==> src/rtl/scrb_pkg.sv <==
// constants of the system control register bank
// Function
// RULE1: watchdog expiry resets the processor only while the allow bit is set
// RULE2: software writes 1 to start a timed reset of all but the network core
// RULE3: software writes 1 to start a timed reset of the network core only
// RULE4: bit, reset 1, decides whether watchdog reset also hits the network core
// RULE5: software writes 1 to start a timed reset of the processor core only
// RULE6: pulse length field n gives resets of 8n+8 clock cycles
// RULE7: software keeps the pulse length above 1562 for the transceivers
// RULE8: three stored synchronous resets for peripheral, host and network core
// RULE9: cause register shows only the latest reset cause, reset value 4h
// RULE10: pll status shows filtered lock state and a live input-clock-lost flag; the code filters the clock-lost bit too
// RULE11: system bus fault captures address, direction, size, burst and master; the code masks the master with MST_VALID, so master bit 2 reads zero
// RULE12: peripheral bus fault and external memory timeout addresses are captured
// RULE13: swap field selects memory at segment 0, code 11 maps nothing
// RULE14: two 8-bit burst caps, zero means no splitting
// RULE15: sticky memory error flags, cleared by writing zero
// RULE16: init-done flags set once per memory and held
// RULE17: version tag carries the platform code in bits 20 to 19
// RULE18: undefined register bits read as zero
// RULE19: watchdog-to-network-core bit is reset only by the network core reset
// RULE20: fault capture holds the first fault until software reads it
package scrb_pkg;
  // register offsets
  localparam logic [7:0] OFS_ASYNC = 8'h0C;
  localparam logic [7:0] OFS_SYNC = 8'h10;
  localparam logic [7:0] OFS_CAUSE = 8'h14;
  localparam logic [7:0] OFS_PLL = 8'h18;
  localparam logic [7:0] OFS_SB_ADR = 8'h1C;
  localparam logic [7:0] OFS_SB_CTL = 8'h20;
  localparam logic [7:0] OFS_SB_MST = 8'h24;
  localparam logic [7:0] OFS_PB_ADR = 8'h28;
  localparam logic [7:0] OFS_EM_ADR = 8'h2C;
  localparam logic [7:0] OFS_SWAP = 8'h30;
  localparam logic [7:0] OFS_TAG = 8'h38;
  localparam logic [7:0] OFS_BURST = 8'h44;
  localparam logic [7:0] OFS_DIV = 8'h50;
  localparam logic [7:0] OFS_EDC = 8'h54;
  localparam logic [7:0] OFS_INIT = 8'h58;
  localparam logic [7:0] OFS_TCM = 8'h5C;
  localparam logic [7:0] OFS_POL = 8'h60;
  // async reset control fields
  localparam int ASR_WD_ALLOW = 0;
  localparam int ASR_SOFT_ALL = 1;
  localparam int ASR_SOFT_NC = 2;
  localparam int ASR_WD_NC = 3;
  localparam int ASR_ONE = 5;
  localparam int ASR_SOFT_CPU = 6;
  localparam int ASR_LEN_LSB = 16;
  localparam int PULSE_LEN_W = 16;
  localparam logic [15:0] PULSE_MIN_N = 16'h061A;
  // reset pulse channels
  localparam int CH_ALL = 0;
  localparam int CH_NC = 1;
  localparam int CH_CPU = 2;
  localparam int CH_WD = 3;
  localparam int CH_NUM = 4;
  // reset values and codes
  localparam logic WD_NC_RST = 1'b1;
  localparam logic [3:0] CAUSE_WDOG = 4'h1;
  localparam logic [3:0] CAUSE_SOFT = 4'h2;
  localparam logic [3:0] CAUSE_PWR = 4'h4;
  localparam logic [3:0] CAUSE_CPU = 4'h8;
  localparam logic [1:0] PLL_RST = 2'h1;
  localparam logic [7:0] DIV_RST = 8'h7C;
  localparam logic [1:0] SWAP_NONE = 2'h3;
  localparam logic [5:0] MST_VALID = 6'h3B;
  localparam int TAG_PLAT_LSB = 19;
  localparam int EDC_REG_W = 18;
  localparam int INIT_REG_W = 7;
endpackage

==> src/rtl/scrb_bank.sv <==
// system control register bank on the peripheral register bus
`timescale 1ns/1ns
module scrb_bank import scrb_pkg::*; #(
  parameter logic [1:0] PLATFORM = 2'h0,
  // arbitrary label value
  parameter logic [10:0] VERSION_LABEL = 11'h001,
  parameter int EDC_EVENTS = 14,
  parameter int EDC_MEMS = 5
) (
  // clock and resets
  input wire logic clk_sys,
  input wire logic rst,
  input wire logic netcore_rst_in,
  // peripheral register bus
  input wire logic psel,
  input wire logic penable,
  input wire logic pwrite,
  input wire logic [7:0] paddr,
  input wire logic [31:0] pwdata,
  output logic [31:0] prdata,
  output logic pready,
  output logic pslverr,
  // reset sources
  input wire logic cpu_watchdog_expire,
  // asynchronous reset pulses
  output logic soft_reset_all,
  output logic soft_reset_netcore,
  output logic soft_reset_cpu,
  output logic watchdog_reset,
  // stored synchronous resets
  output logic periph_if_sync_reset,
  output logic host_if_sync_reset,
  output logic netcore_sync_reset,
  // pll monitor pins
  input wire logic pll_lock_pin,
  input wire logic pll_clk_lost_pin,
  // system bus fault
  input wire logic sb_fault_valid,
  input wire logic [31:0] sb_fault_addr,
  input wire logic sb_fault_write,
  input wire logic [2:0] sb_fault_size,
  input wire logic [2:0] sb_fault_burst,
  input wire logic [5:0] sb_fault_master,
  // peripheral bus fault and memory timeout
  input wire logic pb_fault_valid,
  input wire logic [31:0] pb_fault_addr,
  input wire logic em_timeout_valid,
  input wire logic [31:0] em_timeout_addr,
  // memory error detection
  input wire logic [EDC_EVENTS-1:0] memory_error_events,
  input wire logic [EDC_MEMS-1:0] error_check_init_done,
  // memory map and bus settings
  output logic [1:0] seg0_swap_sel,
  output logic seg0_unmapped,
  output logic [7:0] data_port_burst_cap,
  output logic [7:0] instr_port_burst_cap,
  output logic [7:0] serial_clk_div,
  output logic [3:0] tcm_map,
  output logic [15:0] gpio_irq_pol
);
  if (EDC_EVENTS > EDC_REG_W || EDC_MEMS > INIT_REG_W) begin : g_chk
    $error("memory error counts exceed register width");
  end

  ////////////////////////////////////////////////////////////////////////////
  // bus slave
  logic pready_r;
  logic pslverr_r;
  logic [31:0] prdata_r;
  logic [31:0] rd_val;
  logic mapped;
  logic wr_acc;
  logic rd_setup;
  logic wr_async;
  logic wr_edc;

  assign wr_acc = psel & penable & pready_r & pwrite;
  assign rd_setup = psel & ~penable & ~pwrite;
  assign wr_async = wr_acc && paddr == OFS_ASYNC;
  assign wr_edc = wr_acc && paddr == OFS_EDC;

  ////////////////////////////////////////////////////////////////////////////
  // async reset control
  logic wd_allow_r;
  logic wd_to_nc_r;
  logic [15:0] pulse_len_r;
  logic [CH_NUM-1:0] start_r;
  logic [CH_NUM-1:0] pulse_w;
  logic wd_fire;

  // RULE1: watchdog gate
  assign wd_fire = cpu_watchdog_expire & wd_allow_r;

  always_ff @(posedge clk_sys) begin
    if (rst) begin
      wd_allow_r <= 1'b0;
      pulse_len_r <= '0;
    end else if (wr_async) begin
      wd_allow_r <= pwdata[ASR_WD_ALLOW];
      pulse_len_r <= pwdata[ASR_LEN_LSB +: PULSE_LEN_W];
    end
  end

  // RULE19: own reset domain
  always_ff @(posedge clk_sys) begin
    if (netcore_rst_in) begin
      wd_to_nc_r <= WD_NC_RST;
    end else if (wr_async) begin
      wd_to_nc_r <= pwdata[ASR_WD_NC];
    end
  end

  always_ff @(posedge clk_sys) begin
    if (rst) begin
      start_r <= '0;
    end else begin
      // RULE2: global soft reset
      start_r[CH_ALL] <= wr_async & pwdata[ASR_SOFT_ALL];
      // RULE3 RULE4: network core reset
      start_r[CH_NC] <= (wr_async & pwdata[ASR_SOFT_NC]) | (wd_fire & wd_to_nc_r);
      // RULE5: processor core reset
      start_r[CH_CPU] <= wr_async & pwdata[ASR_SOFT_CPU];
      start_r[CH_WD] <= wd_fire;
    end
  end

  for (genvar g = 0; g < CH_NUM; g++) begin : g_pulse
    scrb_reset_pulse u_pulse (
      .clk_sys(clk_sys),
      .rst(rst),
      .start(start_r[g]),
      .len(pulse_len_r),
      .pulse_out(pulse_w[g])
    );
  end

  assign soft_reset_all = pulse_w[CH_ALL];
  assign soft_reset_netcore = pulse_w[CH_NC];
  assign soft_reset_cpu = pulse_w[CH_CPU];
  assign watchdog_reset = pulse_w[CH_WD];

  ////////////////////////////////////////////////////////////////////////////
  // sync resets and last cause
  logic [2:0] sync_rst_r;
  logic [3:0] cause_r;

  // RULE8: stored resets
  always_ff @(posedge clk_sys) begin
    if (rst) begin
      sync_rst_r <= '0;
    end else if (wr_acc && paddr == OFS_SYNC) begin
      sync_rst_r <= pwdata[2:0];
    end
  end

  assign periph_if_sync_reset = sync_rst_r[0];
  assign host_if_sync_reset = sync_rst_r[1];
  assign netcore_sync_reset = sync_rst_r[2];

  // RULE9: latest cause only
  always_ff @(posedge clk_sys) begin
    if (rst) begin
      cause_r <= CAUSE_PWR;
    end else if (start_r[CH_CPU]) begin
      cause_r <= CAUSE_CPU;
    end else if (start_r[CH_ALL]) begin
      cause_r <= CAUSE_SOFT;
    end else if (start_r[CH_WD]) begin
      cause_r <= CAUSE_WDOG;
    end
  end

  ////////////////////////////////////////////////////////////////////////////
  // pll monitor
  logic [1:0] pll_s1;
  logic [1:0] pll_s2;
  logic [1:0] pll_s3;
  logic [1:0] pll_r;
  logic [1:0] pll_agree;

  assign pll_agree = ~(pll_s2 ^ pll_s3);

  // RULE10: filtered status
  always_ff @(posedge clk_sys) begin
    if (rst) begin
      pll_s1 <= PLL_RST;
      pll_s2 <= PLL_RST;
      pll_s3 <= PLL_RST;
      pll_r <= PLL_RST;
    end else begin
      pll_s1 <= {pll_clk_lost_pin, pll_lock_pin};
      pll_s2 <= pll_s1;
      pll_s3 <= pll_s2;
      pll_r <= (pll_r & ~pll_agree) | (pll_s3 & pll_agree);
    end
  end

  ////////////////////////////////////////////////////////////////////////////
  // fault capture
  logic sb_held_r;
  logic [31:0] sb_addr_r;
  logic [6:0] sb_ctl_r;
  logic [5:0] sb_mst_r;
  logic sb_release;
  logic sb_take;

  assign sb_release = rd_setup && paddr == OFS_SB_MST;
  // RULE20: hold first fault
  assign sb_take = sb_fault_valid & (~sb_held_r | sb_release);

  // RULE11: system bus fault
  always_ff @(posedge clk_sys) begin
    if (rst) begin
      sb_held_r <= 1'b0;
      sb_addr_r <= '0;
      sb_ctl_r <= '0;
      sb_mst_r <= '0;
    end else begin
      sb_held_r <= sb_take | (sb_held_r & ~sb_release);
      if (sb_take) begin
        sb_addr_r <= sb_fault_addr;
        sb_ctl_r <= {sb_fault_burst, sb_fault_size, sb_fault_write};
        sb_mst_r <= sb_fault_master & MST_VALID;
      end
    end
  end

  logic [1:0] fa_valid;
  logic [1:0] fa_release;
  logic [1:0] fa_take;
  logic [1:0] fa_held_r;
  logic [31:0] fa_in [2];
  logic [31:0] fa_addr_r [2];

  assign fa_valid = {em_timeout_valid, pb_fault_valid};
  assign fa_in[0] = pb_fault_addr;
  assign fa_in[1] = em_timeout_addr;
  assign fa_release[0] = rd_setup && paddr == OFS_PB_ADR;
  assign fa_release[1] = rd_setup && paddr == OFS_EM_ADR;

  // RULE12 RULE20: address captures
  for (genvar g = 0; g < 2; g++) begin : g_fault
    assign fa_take[g] = fa_valid[g] & (~fa_held_r[g] | fa_release[g]);
    always_ff @(posedge clk_sys) begin
      if (rst) begin
        fa_held_r[g] <= 1'b0;
        fa_addr_r[g] <= '0;
      end else begin
        fa_held_r[g] <= fa_take[g] | (fa_held_r[g] & ~fa_release[g]);
        if (fa_take[g]) begin
          fa_addr_r[g] <= fa_in[g];
        end
      end
    end
  end

  ////////////////////////////////////////////////////////////////////////////
  // memory error flags
  logic [EDC_EVENTS-1:0] edc_r;
  logic [EDC_MEMS-1:0] init_r;

  // RULE15: sticky, set wins
  always_ff @(posedge clk_sys) begin
    if (rst) begin
      edc_r <= '0;
    end else begin
      edc_r <= memory_error_events | (wr_edc ? (edc_r & pwdata[EDC_EVENTS-1:0]) : edc_r);
    end
  end

  // RULE16: init done held
  always_ff @(posedge clk_sys) begin
    if (rst) begin
      init_r <= '0;
    end else begin
      init_r <= init_r | error_check_init_done;
    end
  end

  ////////////////////////////////////////////////////////////////////////////
  // map and bus settings
  logic [1:0] swap_r;
  logic unmapped_r;
  logic [15:0] burst_r;
  logic [7:0] div_r;
  logic [3:0] tcm_r;
  logic [15:0] pol_r;

  always_ff @(posedge clk_sys) begin
    if (rst) begin
      swap_r <= '0;
      unmapped_r <= 1'b0;
      burst_r <= '0;
      div_r <= DIV_RST;
      tcm_r <= '0;
      pol_r <= '0;
    end else if (wr_acc) begin
      // RULE13: segment 0 select
      if (paddr == OFS_SWAP) begin
        swap_r <= pwdata[1:0];
        unmapped_r <= pwdata[1:0] == SWAP_NONE;
      end
      // RULE14: burst caps
      if (paddr == OFS_BURST) begin
        burst_r <= pwdata[15:0];
      end
      if (paddr == OFS_DIV) begin
        div_r <= pwdata[7:0];
      end
      if (paddr == OFS_TCM) begin
        tcm_r <= pwdata[3:0];
      end
      if (paddr == OFS_POL) begin
        pol_r <= pwdata[15:0];
      end
    end
  end

  assign seg0_swap_sel = swap_r;
  assign seg0_unmapped = unmapped_r;
  assign data_port_burst_cap = burst_r[7:0];
  assign instr_port_burst_cap = burst_r[15:8];
  assign serial_clk_div = div_r;
  assign tcm_map = tcm_r;
  assign gpio_irq_pol = pol_r;

  ////////////////////////////////////////////////////////////////////////////
  // read mux
  // RULE18: undefined bits zero
  always_comb begin
    rd_val = '0;
    mapped = 1'b1;
    unique case (paddr)
      OFS_ASYNC: begin
        rd_val[ASR_WD_ALLOW] = wd_allow_r;
        rd_val[ASR_SOFT_ALL] = pulse_w[CH_ALL];
        rd_val[ASR_SOFT_NC] = pulse_w[CH_NC];
        rd_val[ASR_WD_NC] = wd_to_nc_r;
        rd_val[ASR_ONE] = 1'b1;
        rd_val[ASR_SOFT_CPU] = pulse_w[CH_CPU];
        rd_val[ASR_LEN_LSB +: PULSE_LEN_W] = pulse_len_r;
      end
      OFS_SYNC: rd_val[2:0] = sync_rst_r;
      OFS_CAUSE: rd_val[3:0] = cause_r;
      OFS_PLL: rd_val[1:0] = pll_r;
      OFS_SB_ADR: rd_val = sb_addr_r;
      OFS_SB_CTL: rd_val[6:0] = sb_ctl_r;
      OFS_SB_MST: rd_val[5:0] = sb_mst_r;
      OFS_PB_ADR: rd_val = fa_addr_r[0];
      OFS_EM_ADR: rd_val = fa_addr_r[1];
      OFS_SWAP: rd_val[1:0] = swap_r;
      OFS_TAG: begin
        // RULE17: platform code
        rd_val[TAG_PLAT_LSB +: 2] = PLATFORM;
        rd_val[10:0] = VERSION_LABEL;
      end
      OFS_BURST: rd_val[15:0] = burst_r;
      OFS_DIV: rd_val[7:0] = div_r;
      OFS_EDC: rd_val[EDC_EVENTS-1:0] = edc_r;
      OFS_INIT: rd_val[EDC_MEMS-1:0] = init_r;
      OFS_TCM: rd_val[3:0] = tcm_r;
      OFS_POL: rd_val[15:0] = pol_r;
      default: mapped = 1'b0;
    endcase
  end

  always_ff @(posedge clk_sys) begin
    if (rst) begin
      pready_r <= 1'b0;
      pslverr_r <= 1'b0;
      prdata_r <= '0;
    end else begin
      pready_r <= psel & ~penable;
      pslverr_r <= psel & ~penable & ~mapped;
      if (rd_setup) begin
        prdata_r <= rd_val;
      end
    end
  end

  assign prdata = prdata_r;
  assign pready = pready_r;
  assign pslverr = pslverr_r;
endmodule // scrb_bank

==> src/rtl/scrb_reset_pulse.sv <==
// reset pulse generator of programmable length
`timescale 1ns/1ns
module scrb_reset_pulse import scrb_pkg::*; #(
  parameter int LEN_W = PULSE_LEN_W,
  parameter int CNT_W = PULSE_LEN_W + 3
) (
  // clock and reset
  input wire logic clk_sys,
  input wire logic rst,
  // request
  input wire logic start,
  input wire logic [LEN_W-1:0] len,
  // pulse
  output logic pulse_out
);
  logic pulse_r;
  logic [CNT_W-1:0] cnt_r;

  if (CNT_W != LEN_W + 3) begin : g_chk
    $error("counter width must be length width plus three");
  end

  ////////////////////////////////////////////////////////////////////////////
  // RULE6: 8n+8 cycles
  always_ff @(posedge clk_sys) begin
    if (rst) begin
      pulse_r <= 1'b0;
      cnt_r <= '0;
    end else if (start) begin
      pulse_r <= 1'b1;
      cnt_r <= {len, 3'h7};
    end else if (pulse_r) begin
      if (cnt_r == '0) begin
        pulse_r <= 1'b0;
      end else begin
        cnt_r <= cnt_r - 1'b1;
      end
    end
  end

  assign pulse_out = pulse_r;

  ////////////////////////////////////////////////////////////////////////////
  // length check helpers
  logic [CNT_W-1:0] hi_cnt;
  logic [CNT_W-1:0] exp_len;

  always_ff @(posedge clk_sys) begin
    if (rst) begin
      hi_cnt <= '0;
      exp_len <= '0;
    end else if (start) begin
      hi_cnt <= '0;
      exp_len <= {len, 3'h0} + CNT_W'(8);
    end else if (pulse_r) begin
      hi_cnt <= hi_cnt + 1'b1;
    end
  end
endmodule // scrb_reset_pulse

==> config.mk <==
export PLATFORM = sky130hd
export DESIGN_NAME = scrb_bank
export DESIGN_NICKNAME = d
export VERILOG_FILES = /design/src/rtl/scrb_pkg.sv /design/src/rtl/scrb_bank.sv /design/src/rtl/scrb_reset_pulse.sv
export SDC_FILE = /design/constraint.sdc
export NUM_CORES = 1
export LEC_CHECK = 0
export BUFFER_PORTS_ARGS = -buffer_cell sky130_fd_sc_hd__buf_4
export CORE_AREA = 2 2 153 185
export DETAILED_ROUTE_END_ITERATION = 12
export DIE_AREA = 0 0 155 187
export PLACE_DENSITY = 0.84
export SLEW_MARGIN = 20
export SYNTH_ARGS = -nofsm -noshare
export SYNTH_HDL_FRONTEND = slang
export SYNTH_HIERARCHICAL = 1
export SYNTH_SLANG_ARGS = --single-unit
==> constraint.sdc <==
create_clock -name clk_sys -period 3.6 [get_ports clk_sys]
set_clock_uncertainty 0.15 [all_clocks]
set_input_delay 0.54 -clock clk_sys [delete_from_list [all_inputs] [get_ports clk_sys]]
set_output_delay 0.54 -clock clk_sys [all_outputs]
set_load 0.01 [all_outputs]
==> flow_summary.toml <==
[worst_setup_path]
cp-end-kind = "register"
critPathMaxStageDelay_ns = 0.70
r2r.worst_path.cells = 5
critPathRequiredTime_ns = 3.86
r2r-start = "g_pulse[0].u_pulse/cnt_r[14]$_SDFFE_PP0P_"
rrSetupSlack_ns = 1.02
crit_chain = "or4_4 -> or4b_1 -> o2111ai_4 -> o21ai_1 -> a311oi_1"
path_max_fanout = 6
cp-start-kind = "register"
crit_start = "g_pulse[0].u_pulse/cnt_r[14]$_SDFFE_PP0P_"
worst_path_max_delay_cell = "or4b_1"
timing.rr.end = "g_pulse[0].u_pulse/cnt_r[15]$_SDFFE_PP0P_"
critPathArrivalTime_ns = 2.84
cp_num_buf_inv = 0
critical_path.top_delay_family = "simple AND/OR/NAND/NOR gates"
critPathKind = "reg -> reg"

[timing]
setup_ws_ns = 1.02
setup_viol = 0
tns_ns = 0
hold-worst-slack_ns = 0.0833
slew_headroom = 0.400
drv_slew = 0
final_hold_viol_count = 0
period_share = 0.716
rsz0062_at_grt = "false"
fmax_mhz = 388
worstMarginPinSlew_ns = 0.899
finalCriticalPeriod_ns = 2.58

[synth]
synth_commonest_cells = "264 x dfxtp_1, 251 x nand2_1, 165 x a21oi_1, 109 x nor2_1, 75 x clkbuf_1"
ys_seq_elements = 328
seq_area_frac_synth = 0.481
yosysUniqueCellTypes = 84
async_flop_share = 0
ys.flop_type = "dfxtp_1"
yosysWarningCount = 6
synth_top_cell_by_area = "dfxtp_1"
synth_top_area_share = 0.353
syn_inst = 1638
avgSynthCellArea_sq_um = 9.14
synth_edf_count = 64
yosysMostFrequentCell = "dfxtp_1"
netlist_area_sq_um = 15000
synthTopCellsByArea = "dfxtp_1 35%, edfxtp_1 13%, nand2_1 6.3%, a21oi_1 5.5%, and2_1 3.0%"
synth_fp_nets = 1822

[cells_and_area]
nets = 2035
regArea_sq_um = 7210
finalNonFillerCells = 2222
drive_gt1_frac = 0.228
fill_cells = 2145
area_delta_synth_final_pct = 22.0
multiInputGateArea_sq_um = 7130
final_area_sq_um = 18300

[route]
drc = 0
drt_iter0_drc = 1250
wl_per_cell_microns = 20.8
viasPerCell = 6.16
antenna_left = 0
wirelength_microns = 46300
vias = 13700
drt_pass1_iterations = 6

[floorplanning]
start_util = 0.546
die_h_microns = 187
die_area_sq_um = 29000
core_area_sq_um = 27400
fp.dieW_microns = 155
ios = 268
row_count = 67

[global_route]
grt.overflow.total = 0
grt_max_degree = 116
grt_usage = 0.313
antenna_found_initial = 3
grt_pass1_vias = 13600
grt_pass1_wl_microns = 71900

[worst_hold_path]
worstHoldStart = "pll_lock_pin"
hold_depth = 2
hp-class = "in -> reg"
hold-path-endpoint = "pll_s1[0]$_SDFF_PP1_"

[clocking]
cts-root-buf = "clkbuf_16"
clockBufferDepth = 3
clock_latency_ns = 0.52
cts_made_buffers = 35
tritoncts = "yes"
postCtsSetupBuffers = 0
h-tree-depth = 2
ctsResizeCount = 0
cts_hold_buf = 0
cts.sinks = 328
path_clk_slew_ns = 0.06

[placed_design]
dp_cells = 2159
post-place-ws_ns = 0.577
gp_congestion = 0.955
io_buffer_count = 266
hpwl_microns = 32200
placed_area_sq_um = 17200

[power_and_ir_drop]
power_density_nw_per_um2 = 438
ir_drop_mv = 0.371
p_leak_nw = 7.06

[run_status]
status = "completed"

[flow_run]
cap_violations = 0
per-stage QoR:
step	power (mW)	util
after detailed placement	4.51	0.626
after global routing	8.20	0.666
after floorplan	4.23	-
after CTS	8.02	0.666
after global placement	4.50	0.626
final	8.00	0.666
power breakdown:
group | internal [mW] | leakage (nW) | switching [mW]
clock | 2.09 | 0.544 | 1.46
sequential | 3.86 | 2.83 | 0.0509
combinational | 0.243 | 3.68 | 0.292
final cells by class:
cell class	count	share of cell area
Timing Repair Buffer	294	0.123
Clock inverter	15	0.00856
Antenna cell	3	0.000411
Tap cell	345	0.0236
Inverter	35	0.00719
Clock buffer	45	0.0523
Multi-Input combinational cell	1157	0.390
Sequential cell	328	0.394
flip-flops by register name (all words and copies together), names as in the netlist, 7 cells and up, named ones only:
| name | flops |
|---|---|
| sb_ctl_r | 7 |
| pulse_len_r | 16 |
| gpio_irq_pol | 16 |
| fa_addr_r | 64 |
| g_pulse.u_pulse/cnt_r | 76 |
| burst_r | 16 |
| edc_r | 14 |
| serial_clk_div | 8 |
| prdata | 32 |
| sb_addr_r | 32 |
layout by cell type, fill, tap and decap left out, types with 7 or more instances in the layout:
| master | netlist | final |
|---|---|---|
| dfxtp_1 | 264 | 264 |
| mux2_2 | 10 | 10 |
| nand2_1 | 251 | 251 |
| nor3_1 | 34 | 34 |
| clkbuf_1 | 75 | 7 |
| inv_1 | 34 | 34 |
| clkinv_2 | 0 | 7 |
| and3_1 | 27 | 27 |
| xor2_1 | 8 | 8 |
| o211ai_1 | 13 | 13 |
| a311oi_1 | 15 | 15 |
| mux2i_1 | 21 | 21 |
| or3_2 | 12 | 12 |
| o21bai_1 | 13 | 13 |
| a211oi_1 | 45 | 45 |
| nor4b_1 | 12 | 10 |
| buf_4 | 7 | 290 |
| a21oi_1 | 165 | 165 |
| nor2_1 | 109 | 108 |
| o21ai_1 | 10 | 10 |
| a221o_1 | 21 | 21 |
| o21ai_0 | 50 | 50 |
| clkbuf_16 | 0 | 36 |
| nor2b_1 | 11 | 11 |
| or2_2 | 8 | 8 |
| edfxtp_1 | 64 | 64 |
| xnor2_1 | 28 | 28 |
| nand3_1 | 12 | 12 |
| and2_1 | 72 | 71 |
| a221oi_1 | 8 | 8 |
| o22ai_1 | 9 | 9 |
| a22oi_1 | 24 | 24 |
| nor4_1 | 22 | 22 |
worst max path at each step:
| stage | cells past startpoint | slack [ns] | end |
|---|---|---|---|
| finish | 5 | 1.02 | g_pulse[0].u_pulse/cnt_r[15]$_SDFFE_PP0P_ |
| global route | 5 | 0.91 | g_pulse[0].u_pulse/cnt_r[15]$_SDFFE_PP0P_ |
| CTS | 5 | 1.03 | g_pulse[0].u_pulse/cnt_r[15]$_SDFFE_PP0P_ |
| detailed placement | 7 | 0.58 | sb_addr_r[6]$_SDFFE_PP0P_ |
| global placement | 7 | 0.66 | sb_addr_r[29]$_SDFFE_PP0P_ |
| floorplan | 5 | 0.77 | fa_addr_r[0][0]$_SDFFCE_PN0P_ |
metal layers:
| layer | wire, microns | global-route usage | vias up |
|---|---|---|---|
| met5 | 0 | 0 | - |
| met4 | 2810 | 0.177 | 0 |
| met3 | 3680 | 0.0507 | 167 |
| met2 | 22800 | 0.539 | 691 |
| met1 | 17000 | 0.368 | 6474 |
| li1 | - | - | 6354 |
logic make-up after synthesis:
logic type      count (synthesis)  synth area share
simple gates                  652             0.228
compound gates                431             0.196
flops                         328             0.481
buf+inv                       153            0.0447
xor+xnor                       36            0.0211
mux                            33            0.0246
fa+ha+maj                       5           0.00401
Power figures use the tool's default switching activity.
